==> config.mk <==
export PLATFORM = sky130hd
export DESIGN_NAME = vcs_sequencer
export DESIGN_NICKNAME = d
export VERILOG_FILES = /design/src/common/vcs_pkg.sv /design/src/rtl/vcs_tick_div.sv /design/src/rtl/vcs_sequencer.sv
export SDC_FILE = /design/constraint.sdc
export NUM_CORES = 1
export LEC_CHECK = 0
export BUFFER_PORTS_ARGS = -buffer_cell sky130_fd_sc_hd__buf_2
export CAP_MARGIN = 10
export CORE_ASPECT_RATIO = 0.8
export CORE_MARGIN = 8
export CORE_UTILIZATION = 62
export DETAILED_ROUTE_END_ITERATION = 16
export PLACE_DENSITY = 0.82
export SYNTH_ARGS = -nofsm -noshare
export SYNTH_HDL_FRONTEND = slang
export SYNTH_SLANG_ARGS = --single-unit
==> constraint.sdc <==
create_clock -name clk -period 11.7 [get_ports clk]
set_clock_uncertainty 0.2 [all_clocks]
set_input_delay 1.17 -clock clk [delete_from_list [all_inputs] [get_ports clk]]
set_output_delay 1.17 -clock clk [all_outputs]
set_load 0.02 [all_outputs]
==> src/common/vcs_pkg.sv <==
// shared constants and types for the vco calibration sequencer
package vcs_pkg;

  // register offsets (byte addresses, one 32-bit word each)
  localparam logic [7:0] VCS_OFS_CTRL = 8'h00;
  localparam logic [7:0] VCS_OFS_TIMEOUT = 8'h04;
  localparam logic [7:0] VCS_OFS_LOCK_TIMEOUT = 8'h08;
  localparam logic [7:0] VCS_OFS_LEVEL_WAIT = 8'h0c;
  localparam logic [7:0] VCS_OFS_BAND_DIV = 8'h10;
  localparam logic [7:0] VCS_OFS_INT_VALUE = 8'h14;
  localparam logic [7:0] VCS_OFS_STATUS = 8'h18;

  // control register bit positions
  localparam int VCS_CTRL_DOUBLER_BIT = 0;
  localparam int VCS_CTRL_HALVE_BIT = 1;
  localparam int VCS_CTRL_AUTOCAL_BIT = 2;
  localparam int VCS_CTRL_W = 3;

  // field widths
  localparam int VCS_TIMEOUT_W = 10;
  localparam int VCS_LOCK_W = 5;
  localparam int VCS_LEVEL_W = 5;
  localparam int VCS_BAND_DIV_W = 8;
  localparam int VCS_INT_W = 16;
  localparam int VCS_CNT_W = 24;
  localparam int VCS_PERIOD_W = VCS_BAND_DIV_W + 4;

  // reset values
  localparam logic [VCS_CTRL_W-1:0] VCS_CTRL_RST = 3'h4;
  localparam logic [VCS_TIMEOUT_W-1:0] VCS_TIMEOUT_RST = 10'h067;
  localparam logic [VCS_LOCK_W-1:0] VCS_LOCK_RST = 5'h0c;
  localparam logic [VCS_LEVEL_W-1:0] VCS_LEVEL_RST = 5'h1e;
  localparam logic [VCS_BAND_DIV_W-1:0] VCS_BAND_DIV_RST = 8'h1a;
  localparam logic [VCS_INT_W-1:0] VCS_INT_RST = 16'h0000;

  // timing factors of the calibration phases
  localparam logic [4:0] VCS_BAND_MULT = 5'h10;
  localparam logic [3:0] VCS_BAND_CYCLES = 4'hb;
  localparam logic [5:0] VCS_LEVEL_MULT = 6'h37; // five times eleven

  // calibration phases, one-hot
  typedef enum logic [3:0] {
    VCS_IDLE = 4'b0001,
    VCS_SETTLE = 4'b0010,
    VCS_BAND = 4'b0100,
    VCS_LEVEL = 4'b1000
  } vcs_phase_t;

  // register port request
  typedef struct packed {
    logic [7:0] addr;
    logic [31:0] wdata;
    logic we;
    logic re;
  } vcs_bus_req_t;

endpackage

==> src/rtl/vcs_tick_div.sv <==
`timescale 1ns/1ps
`default_nettype none
// one-cycle enable every period cycles while run is high
module vcs_tick_div
  import vcs_pkg::*;
(
  input wire logic clk,
  input wire logic sys_rst,
  input wire logic run,
  input wire logic [VCS_PERIOD_W-1:0] period,
  output logic tick
);

  logic [VCS_PERIOD_W-1:0] count; // cycles since last tick

  // restarts from zero whenever run drops, so phase is fresh per use
  always_ff @(posedge clk) begin
    if (sys_rst || !run) begin
      count <= '0;
    end else if (tick) begin
      count <= '0;
    end else begin
      count <= count + 1'b1;
    end
  end

  // a period of 0 or 1 ticks every cycle
  assign tick = run && (count + 1'b1 >= period);

endmodule
`default_nettype wire

==> src/rtl/vcs_sequencer.sv <==
// The register offsets and the address-and-strobe port were left to the implementer.
`timescale 1ns/1ps
`default_nettype none
// Functional notes
// - settle wait lasts timeout times lock cycles
// - settle wait leads straight into band select
// - band clock is clock over sixteen times divider
// - band select lasts exactly eleven band clocks
// - level calibration lasts 5*11*wait*timeout cycles
// - doubler gives two reference events per period
// - halving gives 50% duty comparison signal with doubler off; with doubler on it keeps the reference duty
// - integer write applies frequency, starts calibration
module vcs_sequencer
  import vcs_pkg::*;
(
  input wire logic clk,
  input wire logic sys_rst,
  input wire vcs_bus_req_t bus_req,
  output logic [31:0] rdata,
  input wire logic ref_in,
  output logic pfd_ref,
  output logic [VCS_INT_W-1:0] freq_int,
  output logic tune_force,
  output logic band_select,
  output logic level_calibration,
  output logic cal_busy,
  output logic band_tick
);

  // software visible settings
  logic [VCS_CTRL_W-1:0] ctrl;
  logic [VCS_TIMEOUT_W-1:0] timeout_count;
  logic [VCS_LOCK_W-1:0] lock_timeout_count;
  logic [VCS_LEVEL_W-1:0] level_wait_count;
  logic [VCS_BAND_DIV_W-1:0] band_select_divider;

  // sequencer state
  vcs_phase_t phase;
  vcs_phase_t next_phase;
  logic [VCS_CNT_W-1:0] cnt; // cycles spent in the current phase
  logic [3:0] band_count; // band clocks seen in band select
  logic int_write; // integer register written this cycle

  // reference path
  logic ref_s1; // first synchroniser stage
  logic ref_s2; // second synchroniser stage
  logic ref_d; // previous synchronised level
  logic ref_rise;
  logic ref_fall;
  logic ref_evt; // reference event after the doubler

  // phase lengths widened to the counter; band clock period at VCS_PERIOD_W
  logic [VCS_CNT_W-1:0] settle_len;
  logic [VCS_CNT_W-1:0] level_len;
  logic [VCS_PERIOD_W-1:0] band_period;
  logic settle_done;
  logic level_done;

  assign int_write = bus_req.we && (bus_req.addr == VCS_OFS_INT_VALUE);

  // phase lengths are computed at full counter width and the band period at VCS_PERIOD_W, so no setting overflows
  assign settle_len = VCS_CNT_W'(timeout_count) * VCS_CNT_W'(lock_timeout_count);
  assign level_len = VCS_CNT_W'(VCS_LEVEL_MULT) * VCS_CNT_W'(level_wait_count)
    * VCS_CNT_W'(timeout_count);
  assign band_period = VCS_PERIOD_W'(band_select_divider) * VCS_PERIOD_W'(VCS_BAND_MULT);

  // a zero length still spends one cycle in the phase
  assign settle_done = (cnt + 1'b1 >= settle_len);
  assign level_done = (cnt + 1'b1 >= level_len);

  // band select clock, only running during band select
  vcs_tick_div u_band_div (
    .clk(clk),
    .sys_rst(sys_rst),
    .run(phase == VCS_BAND),
    .period(band_period),
    .tick(band_tick)
  );

  // register writes
  always_ff @(posedge clk) begin
    if (sys_rst) begin
      ctrl <= VCS_CTRL_RST;
      timeout_count <= VCS_TIMEOUT_RST;
      lock_timeout_count <= VCS_LOCK_RST;
      level_wait_count <= VCS_LEVEL_RST;
      band_select_divider <= VCS_BAND_DIV_RST;
    end else if (bus_req.we) begin
      unique case (bus_req.addr)
        VCS_OFS_CTRL: begin
          ctrl <= bus_req.wdata[VCS_CTRL_W-1:0];
        end
        VCS_OFS_TIMEOUT: begin
          timeout_count <= bus_req.wdata[VCS_TIMEOUT_W-1:0];
        end
        VCS_OFS_LOCK_TIMEOUT: begin
          lock_timeout_count <= bus_req.wdata[VCS_LOCK_W-1:0];
        end
        VCS_OFS_LEVEL_WAIT: begin
          level_wait_count <= bus_req.wdata[VCS_LEVEL_W-1:0];
        end
        VCS_OFS_BAND_DIV: begin
          band_select_divider <= bus_req.wdata[VCS_BAND_DIV_W-1:0];
        end
        default: begin
          // other offsets hold no setting
        end
      endcase
    end
  end

  // the applied frequency changes only on an integer write
  always_ff @(posedge clk) begin
    if (sys_rst) begin
      freq_int <= VCS_INT_RST;
    end else if (int_write) begin
      freq_int <= bus_req.wdata[VCS_INT_W-1:0];
    end
  end

  // read data, valid the cycle after the read strobe only
  always_ff @(posedge clk) begin
    if (sys_rst || !bus_req.re) begin
      rdata <= '0;
    end else begin
      unique case (bus_req.addr)
        VCS_OFS_CTRL: rdata <= 32'(ctrl);
        VCS_OFS_TIMEOUT: rdata <= 32'(timeout_count);
        VCS_OFS_LOCK_TIMEOUT: rdata <= 32'(lock_timeout_count);
        VCS_OFS_LEVEL_WAIT: rdata <= 32'(level_wait_count);
        VCS_OFS_BAND_DIV: rdata <= 32'(band_select_divider);
        VCS_OFS_INT_VALUE: rdata <= 32'(freq_int);
        VCS_OFS_STATUS: rdata <= {27'h0, cal_busy, phase};
        default: rdata <= '0; // unmapped reads as zero
      endcase
    end
  end

  // phase sequencing; an integer write during calibration restarts it
  always_comb begin
    next_phase = phase;
    if (int_write) begin
      next_phase = ctrl[VCS_CTRL_AUTOCAL_BIT] ? VCS_SETTLE : VCS_IDLE;
    end else begin
      unique case (phase)
        VCS_IDLE: next_phase = VCS_IDLE;
        VCS_SETTLE: begin
          if (settle_done) begin
            next_phase = VCS_BAND;
          end
        end
        VCS_BAND: begin
          if (band_tick && band_count == VCS_BAND_CYCLES - 1'b1) begin
            next_phase = VCS_LEVEL;
          end
        end
        VCS_LEVEL: begin
          if (level_done) begin
            next_phase = VCS_IDLE;
          end
        end
        default: next_phase = VCS_IDLE; // illegal code recovers to idle
      endcase
    end
  end

  // phase register
  always_ff @(posedge clk) begin
    if (sys_rst) begin
      phase <= VCS_IDLE;
    end else begin
      phase <= next_phase;
    end
  end

  // per-phase cycle counter, cleared on every phase change
  always_ff @(posedge clk) begin
    if (sys_rst || next_phase != phase || int_write) begin
      cnt <= '0;
    end else if (phase != VCS_IDLE) begin
      cnt <= cnt + 1'b1;
    end
  end

  // band clocks counted within band select
  always_ff @(posedge clk) begin
    if (sys_rst || phase != VCS_BAND) begin
      band_count <= '0;
    end else if (band_tick) begin
      band_count <= band_count + 1'b1;
    end
  end

  // phase outputs from the state register
  assign tune_force = (phase == VCS_SETTLE);
  assign band_select = (phase == VCS_BAND);
  assign level_calibration = (phase == VCS_LEVEL);
  assign cal_busy = (phase != VCS_IDLE);

  // reference pin synchroniser; only ref_s2 reads ref_s1
  always_ff @(posedge clk) begin
    if (sys_rst) begin
      ref_s1 <= 1'b0;
      ref_s2 <= 1'b0;
      ref_d <= 1'b0;
    end else begin
      ref_s1 <= ref_in;
      ref_s2 <= ref_s1;
      ref_d <= ref_s2;
    end
  end

  assign ref_rise = ref_s2 && !ref_d;
  assign ref_fall = !ref_s2 && ref_d;
  // both edges give twice the event rate of the reference
  assign ref_evt = ctrl[VCS_CTRL_DOUBLER_BIT] ? (ref_rise || ref_fall)
    : ref_rise;

  // halving toggles per event (even duty with doubler off, reference duty with it on); else one pulse per event
  always_ff @(posedge clk) begin
    if (sys_rst) begin
      pfd_ref <= 1'b0;
    end else if (ctrl[VCS_CTRL_HALVE_BIT]) begin
      pfd_ref <= pfd_ref ^ ref_evt;
    end else begin
      pfd_ref <= ref_evt;
    end
  end

  // helper: cycles between band clocks
  logic [VCS_PERIOD_W-1:0] band_gap;
  always_ff @(posedge clk) begin
    if (sys_rst || phase != VCS_BAND || band_tick) begin
      band_gap <= '0;
    end else begin
      band_gap <= band_gap + 1'b1;
    end
  end
endmodule
`default_nettype wire

==> results.py, run 1 <==
metrics = {
    "finish": {
        "layout-drive-gt1-share_pct": 9.27,
        "multi_input_area_um2": 8980,
        "finish.utilization_pct": 67.1,
        "antenna_cells": 0,
        "final.fill_count": 1574,
        "regArea_um2": 2220,
        "num-nets-final": 1739,
        "synthToLayoutAreaGrowth_pct": 5.55,
    },
    "route": {
        "wl_per_cell_um": 16.9,
        "ant_nets": 0,
        "drt-total-wl_um": 28800,
        "viasPerCell": 5.83,
        "vias": 9931,
        "drt_iter0_markers": 780,
        "drc": 0,
        "first_pass_iters": 8,
    },
    "floorplan": {
        "ioPinCount": 99,
        "chipWidth_um": 172,
        "die_h_um": 141,
        "fp.dieArea_um2": 24300,
        "fp.coreArea_um2": 19000,
        "initial_utilization_pct": 63.5,
        "fp-row-count": 45,
    },
    "sta": {
        "hold_violations": 0,
        "period_needed_ns": 10.67,
        "fin_crit_sh_pct": 91.2,
        "relSlewSlack_pct": 16.3,
        "tightestPinTransition_ns": 1.24,
        "slew_violations": 0,
        "hold_slack_ns": 0.244,
        "fin_tns_setup_ns": 0,
        "fmax_ghz": 0.0938,
        "setup_viol_count_final": 0,
        "rsz0062_at_grt": "false",
    },
    "global_routing": {
        "grt_use_total_pct": 24.4,
        "grt_pass1_vias": 9625,
        "grt_overflow": 0,
        "grt_pass1_wl_um": 48300,
        "grt_max_degree": 41,
        "antenna_found_initial": 0,
    },
    "clock_tree": {
        "clock_latency_ns": 0.36,
        "clock-sinks": 111,
        "postCtsSetupBuffers": 0,
        "h-tree-depth": 3,
        "path_clk_slew_ns": 0.09,
        "clock_path_buffers": 2,
        "cts-root-buf": "clkbuf_16",
        "cts_inserted_buffers": 9,
        "post_cts_resized": 0,
        "hold_buffers": 0,
        "tritoncts": "built",
    },
    "synthesis": {
        "synth_cell_types": 76,
        "async_flop_share_pct": 0,
        "netlist.area_leader.share_pct": 18.4,
        "syn_area_per_cell_um2": 8.51,
        "synth_edf_count": 0,
        "yosysTopAreaCell": "dfxtp_1",
        "yosysWarnings": 0,
        "synth_seq_area_share_pct": 18.4,
        "synth_area_um2": 12100,
        "ys_ff_latch": 111,
        "synth_cells": 1421,
        "synth_ff_type": "dfxtp_1",
        "yosys-top-cells-area": "dfxtp_1 18%, fa_1 17%, ha_1 16%, nand2_1 6.2%, and2_1 4.8%",
    },
    "setup_path": {
        "cp_max_fo": 24,
        "crit_buf_inv": 8,
        "critPathRequiredTime_ns": 11.78,
        "arrival_ns": 10.74,
        "critPathMaxStageDelay_ns": 0.78,
        "crit_slowest_cell": "xnor2_1",
        "critPathMostFrequentCell": "inv_1",
        "cp-end-kind": "register",
        "crit_family": "adder cells",
        "crit_path_start_kind": "register",
        "path_class": "register to register",
    },
    "power": {
        "p_leak_nw": 6.19,
        "powerDensity_nw_per_um2": 77.4,
        "ir_drop_v": 0.0000643,
    },
    "job": {
        "drv_cap": 0,
    },
    "min_path": {
        "min_path_type": "register to register",
    },
    "status": {
        "status": "finished clean",
    },
    "place": {
        "hpwl_um": 22300,
        "place.gp.congestion": 0.880,
        "io_buffers": 66,
    },
}
-- per-stage QoR --
| step | std cells | power, mW | area [um2] | worst slack, ns |
|---|---|---|---|---|
| final | 1704 | 0.987 | 12800 | 1.03 |
| after global routing | 1704 | 1.04 | 12800 | 0.0402 |
| after CTS | 1704 | 0.988 | 12800 | 1.05 |
| after detailed placement | 1688 | 0.654 | 12400 | 1.12 |
| after global placement | 1688 | 0.643 | 12400 | 1.28 |
| after floorplan | 1436 | 0.592 | 12100 | 2.64 |
-- per-layer routing --
| metal | track usage, % | up-vias | part of all wire (%) |
|---|---|---|---|
| met2 | 37.3 | 346 | 45 |
| met1 | 35.6 | 4804 | 46 |
| met3 | 3.91 | 43 | 7.2 |
| li1 | - | 4738 | - |
| met5 | 0 | - | 0 |
| met4 | 5.53 | 0 | 1.5 |
-- kinds of logic (layout without fill, tap and decap cells) --
logic type,count (synthesis),after routing,share of synthesized area [%]
AO/OA/AOI/OAI,175,175,9.66
XOR/XNOR,91,91,6.59
AND/OR/NAND/NOR,559,559,24.2
multiplexers,11,11,0.993
buffers and inverters,220,230,7.80
flip-flops,111,111,18.4
other,1,16,0.0310
adder cells (fa/ha/maj),253,253,32.4
-- worst register-to-register path: cells and delay by family (launching register included) --
family          cells  cell delay (ns)
flops               1             0.52
fa+ha+maj          11             4.90
compound gates     11             2.54
buf+inv             8             0.44
xor+xnor            1             0.78
simple gates        6             1.21
-- layout make-up --
| cell class | instances | share of cell area, % |
|---|---|---|
| multi-input combinational | 1105 | 70.4 |
| sequential | 111 | 17.4 |
| inverter | 143 | 4.21 |
| timing repair buffer | 71 | 2.88 |
| tap | 258 | 2.53 |
| clock buffer | 9 | 1.76 |
| clock inverter | 7 | 0.824 |
-- cell usage in the layout, fill, tap and decap left out, types with 5 or more instances in the layout --
cell and count:
inv_1 141, clkbuf_16 9, nor3_1 21, mux2i_1 6, conb_1 16, or3_1 6, dfxtp_1 111, nor2_1 52
a21o_1 11, nand2b_1 5, buf_4 5, ha_1 153, nor3_2 20, xnor2_1 50, xor2_1 41, o21ai_0 24
nand4_1 16, nand2_1 201, a22oi_1 8, o211ai_1 5, fa_1 100, o21a_1 7, and2_1 93, a21boi_0 5
a21oi_1 72, nor2b_1 18, buf_2 66, and3_1 17, a222oi_1 7, nand3_1 77
-- cell usage after synthesis (8+ instances only) --
cell type  instances
a21o_1            11
a21oi_1           72
a22oi_1            8
and2_1            93
and3_1            17
buf_4             17
clkbuf_1          49
dfxtp_1          111
fa_1             100
ha_1             153
inv_1            141
nand2_1          201
nand3_1           77
nand4_1           16
nor2_1            52
nor2b_1           18
nor3_1            21
nor3_2            20
o21ai_0           24
xnor2_1           50
xor2_1            41
-- flip-flops by register name (all words and copies together) (netlist names) --
register,count
band_select_divider,8
pfd_ref,1
rdata,16
level_wait_count,5
ref_s2,1
cnt,24
freq_int,16
lock_timeout_count,5
timeout_count,10
ref_d,1
ctrl,3
phase,4
band_count,4
ref_s1,1
u_band_div.count,12
-- final timing paths --
check	depth (start not counted)	end	slack, ns	from
setup / recovery	37	cnt[2]	1.03	level_wait_count[3]
hold / removal	1	ref_s2	0.24	ref_s1
setup reg to reg	37	cnt[2]	1.03	level_wait_count[3]
hold reg to reg	1	ref_s2	0.24	ref_s1
-- power breakdown --
part           total [mW]  switching (mW)  internal (mW)  leakage, nW
registers           0.379        0.000893          0.378        0.895
logic               0.273           0.164          0.109         5.13
clock network       0.336           0.160          0.175        0.162
No activity file was read; power rests on OpenSTA's default activity.
==> inputs of run 2 (changes only) <==
CORE_UTILIZATION = 30   (was 62)
PLACE_DENSITY = unset   (was 0.82)
==> run 2 against run 1 <==
Net effect:
- final area grew 2.7%
- setup slack improved by 0.37 ns
- first-iteration DRC count down 2.6%
- routed wire length increased by 5.1%
- critical endpoint is now cnt[20]
==> results.py, run 2 (same netlist as run 1, synthesis figures left out) <==
metrics = {
    "route": {
        "first_pass_iters": 7,
        "ant_nets": 0,
        "drt-total-wl_um": 30300,
        "drc": 0,
        "vias": 9643,
        "viasPerCell": 4.85,
        "wl_per_cell_um": 15.2,
        "drt_iter0_markers": 760,
    },
    "global_routing": {
        "grt_max_degree": 41,
        "antenna_found_initial": 0,
        "grt_use_total_pct": 13.0,
        "grt_pass1_vias": 9667,
        "grt_overflow": 0,
        "grt_pass1_wl_um": 50700,
    },
    "setup_path": {
        "cp_max_fo": 14,
        "crit_cells": 39,
        "crit_path_start_kind": "register",
        "arrival_ns": 10.38,
        "rr_worst_depth": 39,
        "critPathMaxStageDelay_ns": 0.56,
        "crit_slowest_cell": "fa_1",
        "path_class": "register to register",
        "crit_buf_inv": 9,
        "cp-end-kind": "register",
        "crit_family": "adder cells",
        "critPathRequiredTime_ns": 11.79,
        "rrSetupSlack_ns": 1.41,
    },
    "power": {
        "powerDensity_nw_per_um2": 73.0,
        "ir_drop_v": 0.000125,
        "p_leak_nw": 6.19,
    },
    "finish": {
        "mostFrequentLayoutCell": "nand2_1",
        "final_cell_mix": "201 x nand2_1, 153 x ha_1, 141 x inv_1, 111 x dfxtp_1, 100 x fa_1",
        "final.fill_count": 4186,
        "num-nets-final": 1745,
        "layout-drive-gt1-share_pct": 9.58,
        "top_regs": "cnt x24, freq_int x16, rdata x16",
        "stdcell_count": 1988,
        "multi_input_area_um2": 8980,
        "max_flop_register": "cnt",
        "regArea_um2": 2220,
        "synthToLayoutAreaGrowth_pct": 8.40,
        "largest_register_ffs": 24,
    },
    "clock_tree": {
        "path_clk_slew_ns": 0.08,
        "hold_buffers": 0,
        "tritoncts": "built",
        "clock_latency_ns": 0.36,
        "post_cts_resized": 0,
        "cts-root-buf": "clkbuf_16",
        "h-tree-depth": 3,
        "postCtsSetupBuffers": 0,
        "clock_path_buffers": 2,
        "clock-sinks": 111,
        "cts_inserted_buffers": 9,
    },
    "floorplan": {
        "chipWidth_um": 240,
        "initial_utilization_pct": 30.5,
        "fp.dieArea_um2": 47000,
        "fp-row-count": 65,
        "ioPinCount": 99,
        "fp.coreArea_um2": 39600,
        "die_h_um": 196,
    },
    "place": {
        "dp.cells": 1972,
        "hpwl_um": 23500,
        "place.gp.congestion": 0.829,
        "io_buffers": 66,
    },
    "sta": {
        "fin_crit_sh_pct": 88.0,
        "rsz0062_at_grt": "false",
        "tightestPinTransition_ns": 0.965,
        "period_needed_ns": 10.29,
        "slew_violations": 0,
        "fin_tns_setup_ns": 0,
        "hold_violations": 0,
        "fmax_ghz": 0.0971,
        "relSlewSlack_pct": 35.5,
        "setup_viol_count_final": 0,
    },
    "job": {
        "drv_cap": 0,
    },
    "min_path": {
        "min_path_type": "register to register",
        "hold_depth": 2,
    },
    "status": {
        "status": "finished clean",
    },
}
-- run 2: cell count changes in the layout (fill, tap and decap cells not counted), sizes merged --
| cell | change |
|---|---|
| bufinv | -1 |
| diode | +1 |
| clkinvlp | +2 |
| inv | -2 |
| buf | +6 |
-- run 2: worst paths after layout --
path                                              from                      to
worst max-delay path               level_wait_count[3]                 cnt[20]
worst min-delay path            band_select_divider[2]  band_select_divider[2]
worst max register to register     level_wait_count[3]                 cnt[20]
worst min register to register  band_select_divider[2]  band_select_divider[2]
-- run 2: layout make-up --
class	instances	share of cell area, %
inverter	143	4.10
tap	536	5.12
antenna	1	0.0191
timing repair buffer	77	3.15
clock inverter	6	0.420
sequential	111	17.0
clock buffer	9	1.72
multi-input combinational	1105	68.5
-- run 2: power by group --
group	internal (mW)	leakage, nW	switching (mW)
logic	0.109	5.17	0.159
registers	0.378	0.895	0.000907
clock network	0.148	0.132	0.162
total	0.635	6.19	0.322
-- run 2: through the flow --
stage	hold slack, ns	power, mW	util, %	cell area [um2]	setup WS, ns
2_1_floorplan	0.214	0.592	-	12100	2.64
3_3_place_gp	0.246	0.647	32.4	12800	1.49
3_5_place_dp	0.253	0.652	32.4	12800	1.40
4_1_cts	0.265	0.960	33.1	13100	1.38
5_1_grt	0.285	1.02	33.1	13100	0.599
6_report	0.262	0.957	33.1	13100	1.41
-- run 2: tightest hold or removal path: stages (launching register included) --
cell and delay, ns:
dfxtp_1 0.32, nand2_1 0.05, a21oi_1 0.05
-- run 2: layer usage --
layer  GRT usage (%)  up-vias  part of all wire [%]
met4            2.33        0                   1.1
met1            19.0     4643                    50
met5               0        -                     0
met3            1.98       22                   4.7
li1                -     4753                     -
met2            20.0      225                    44
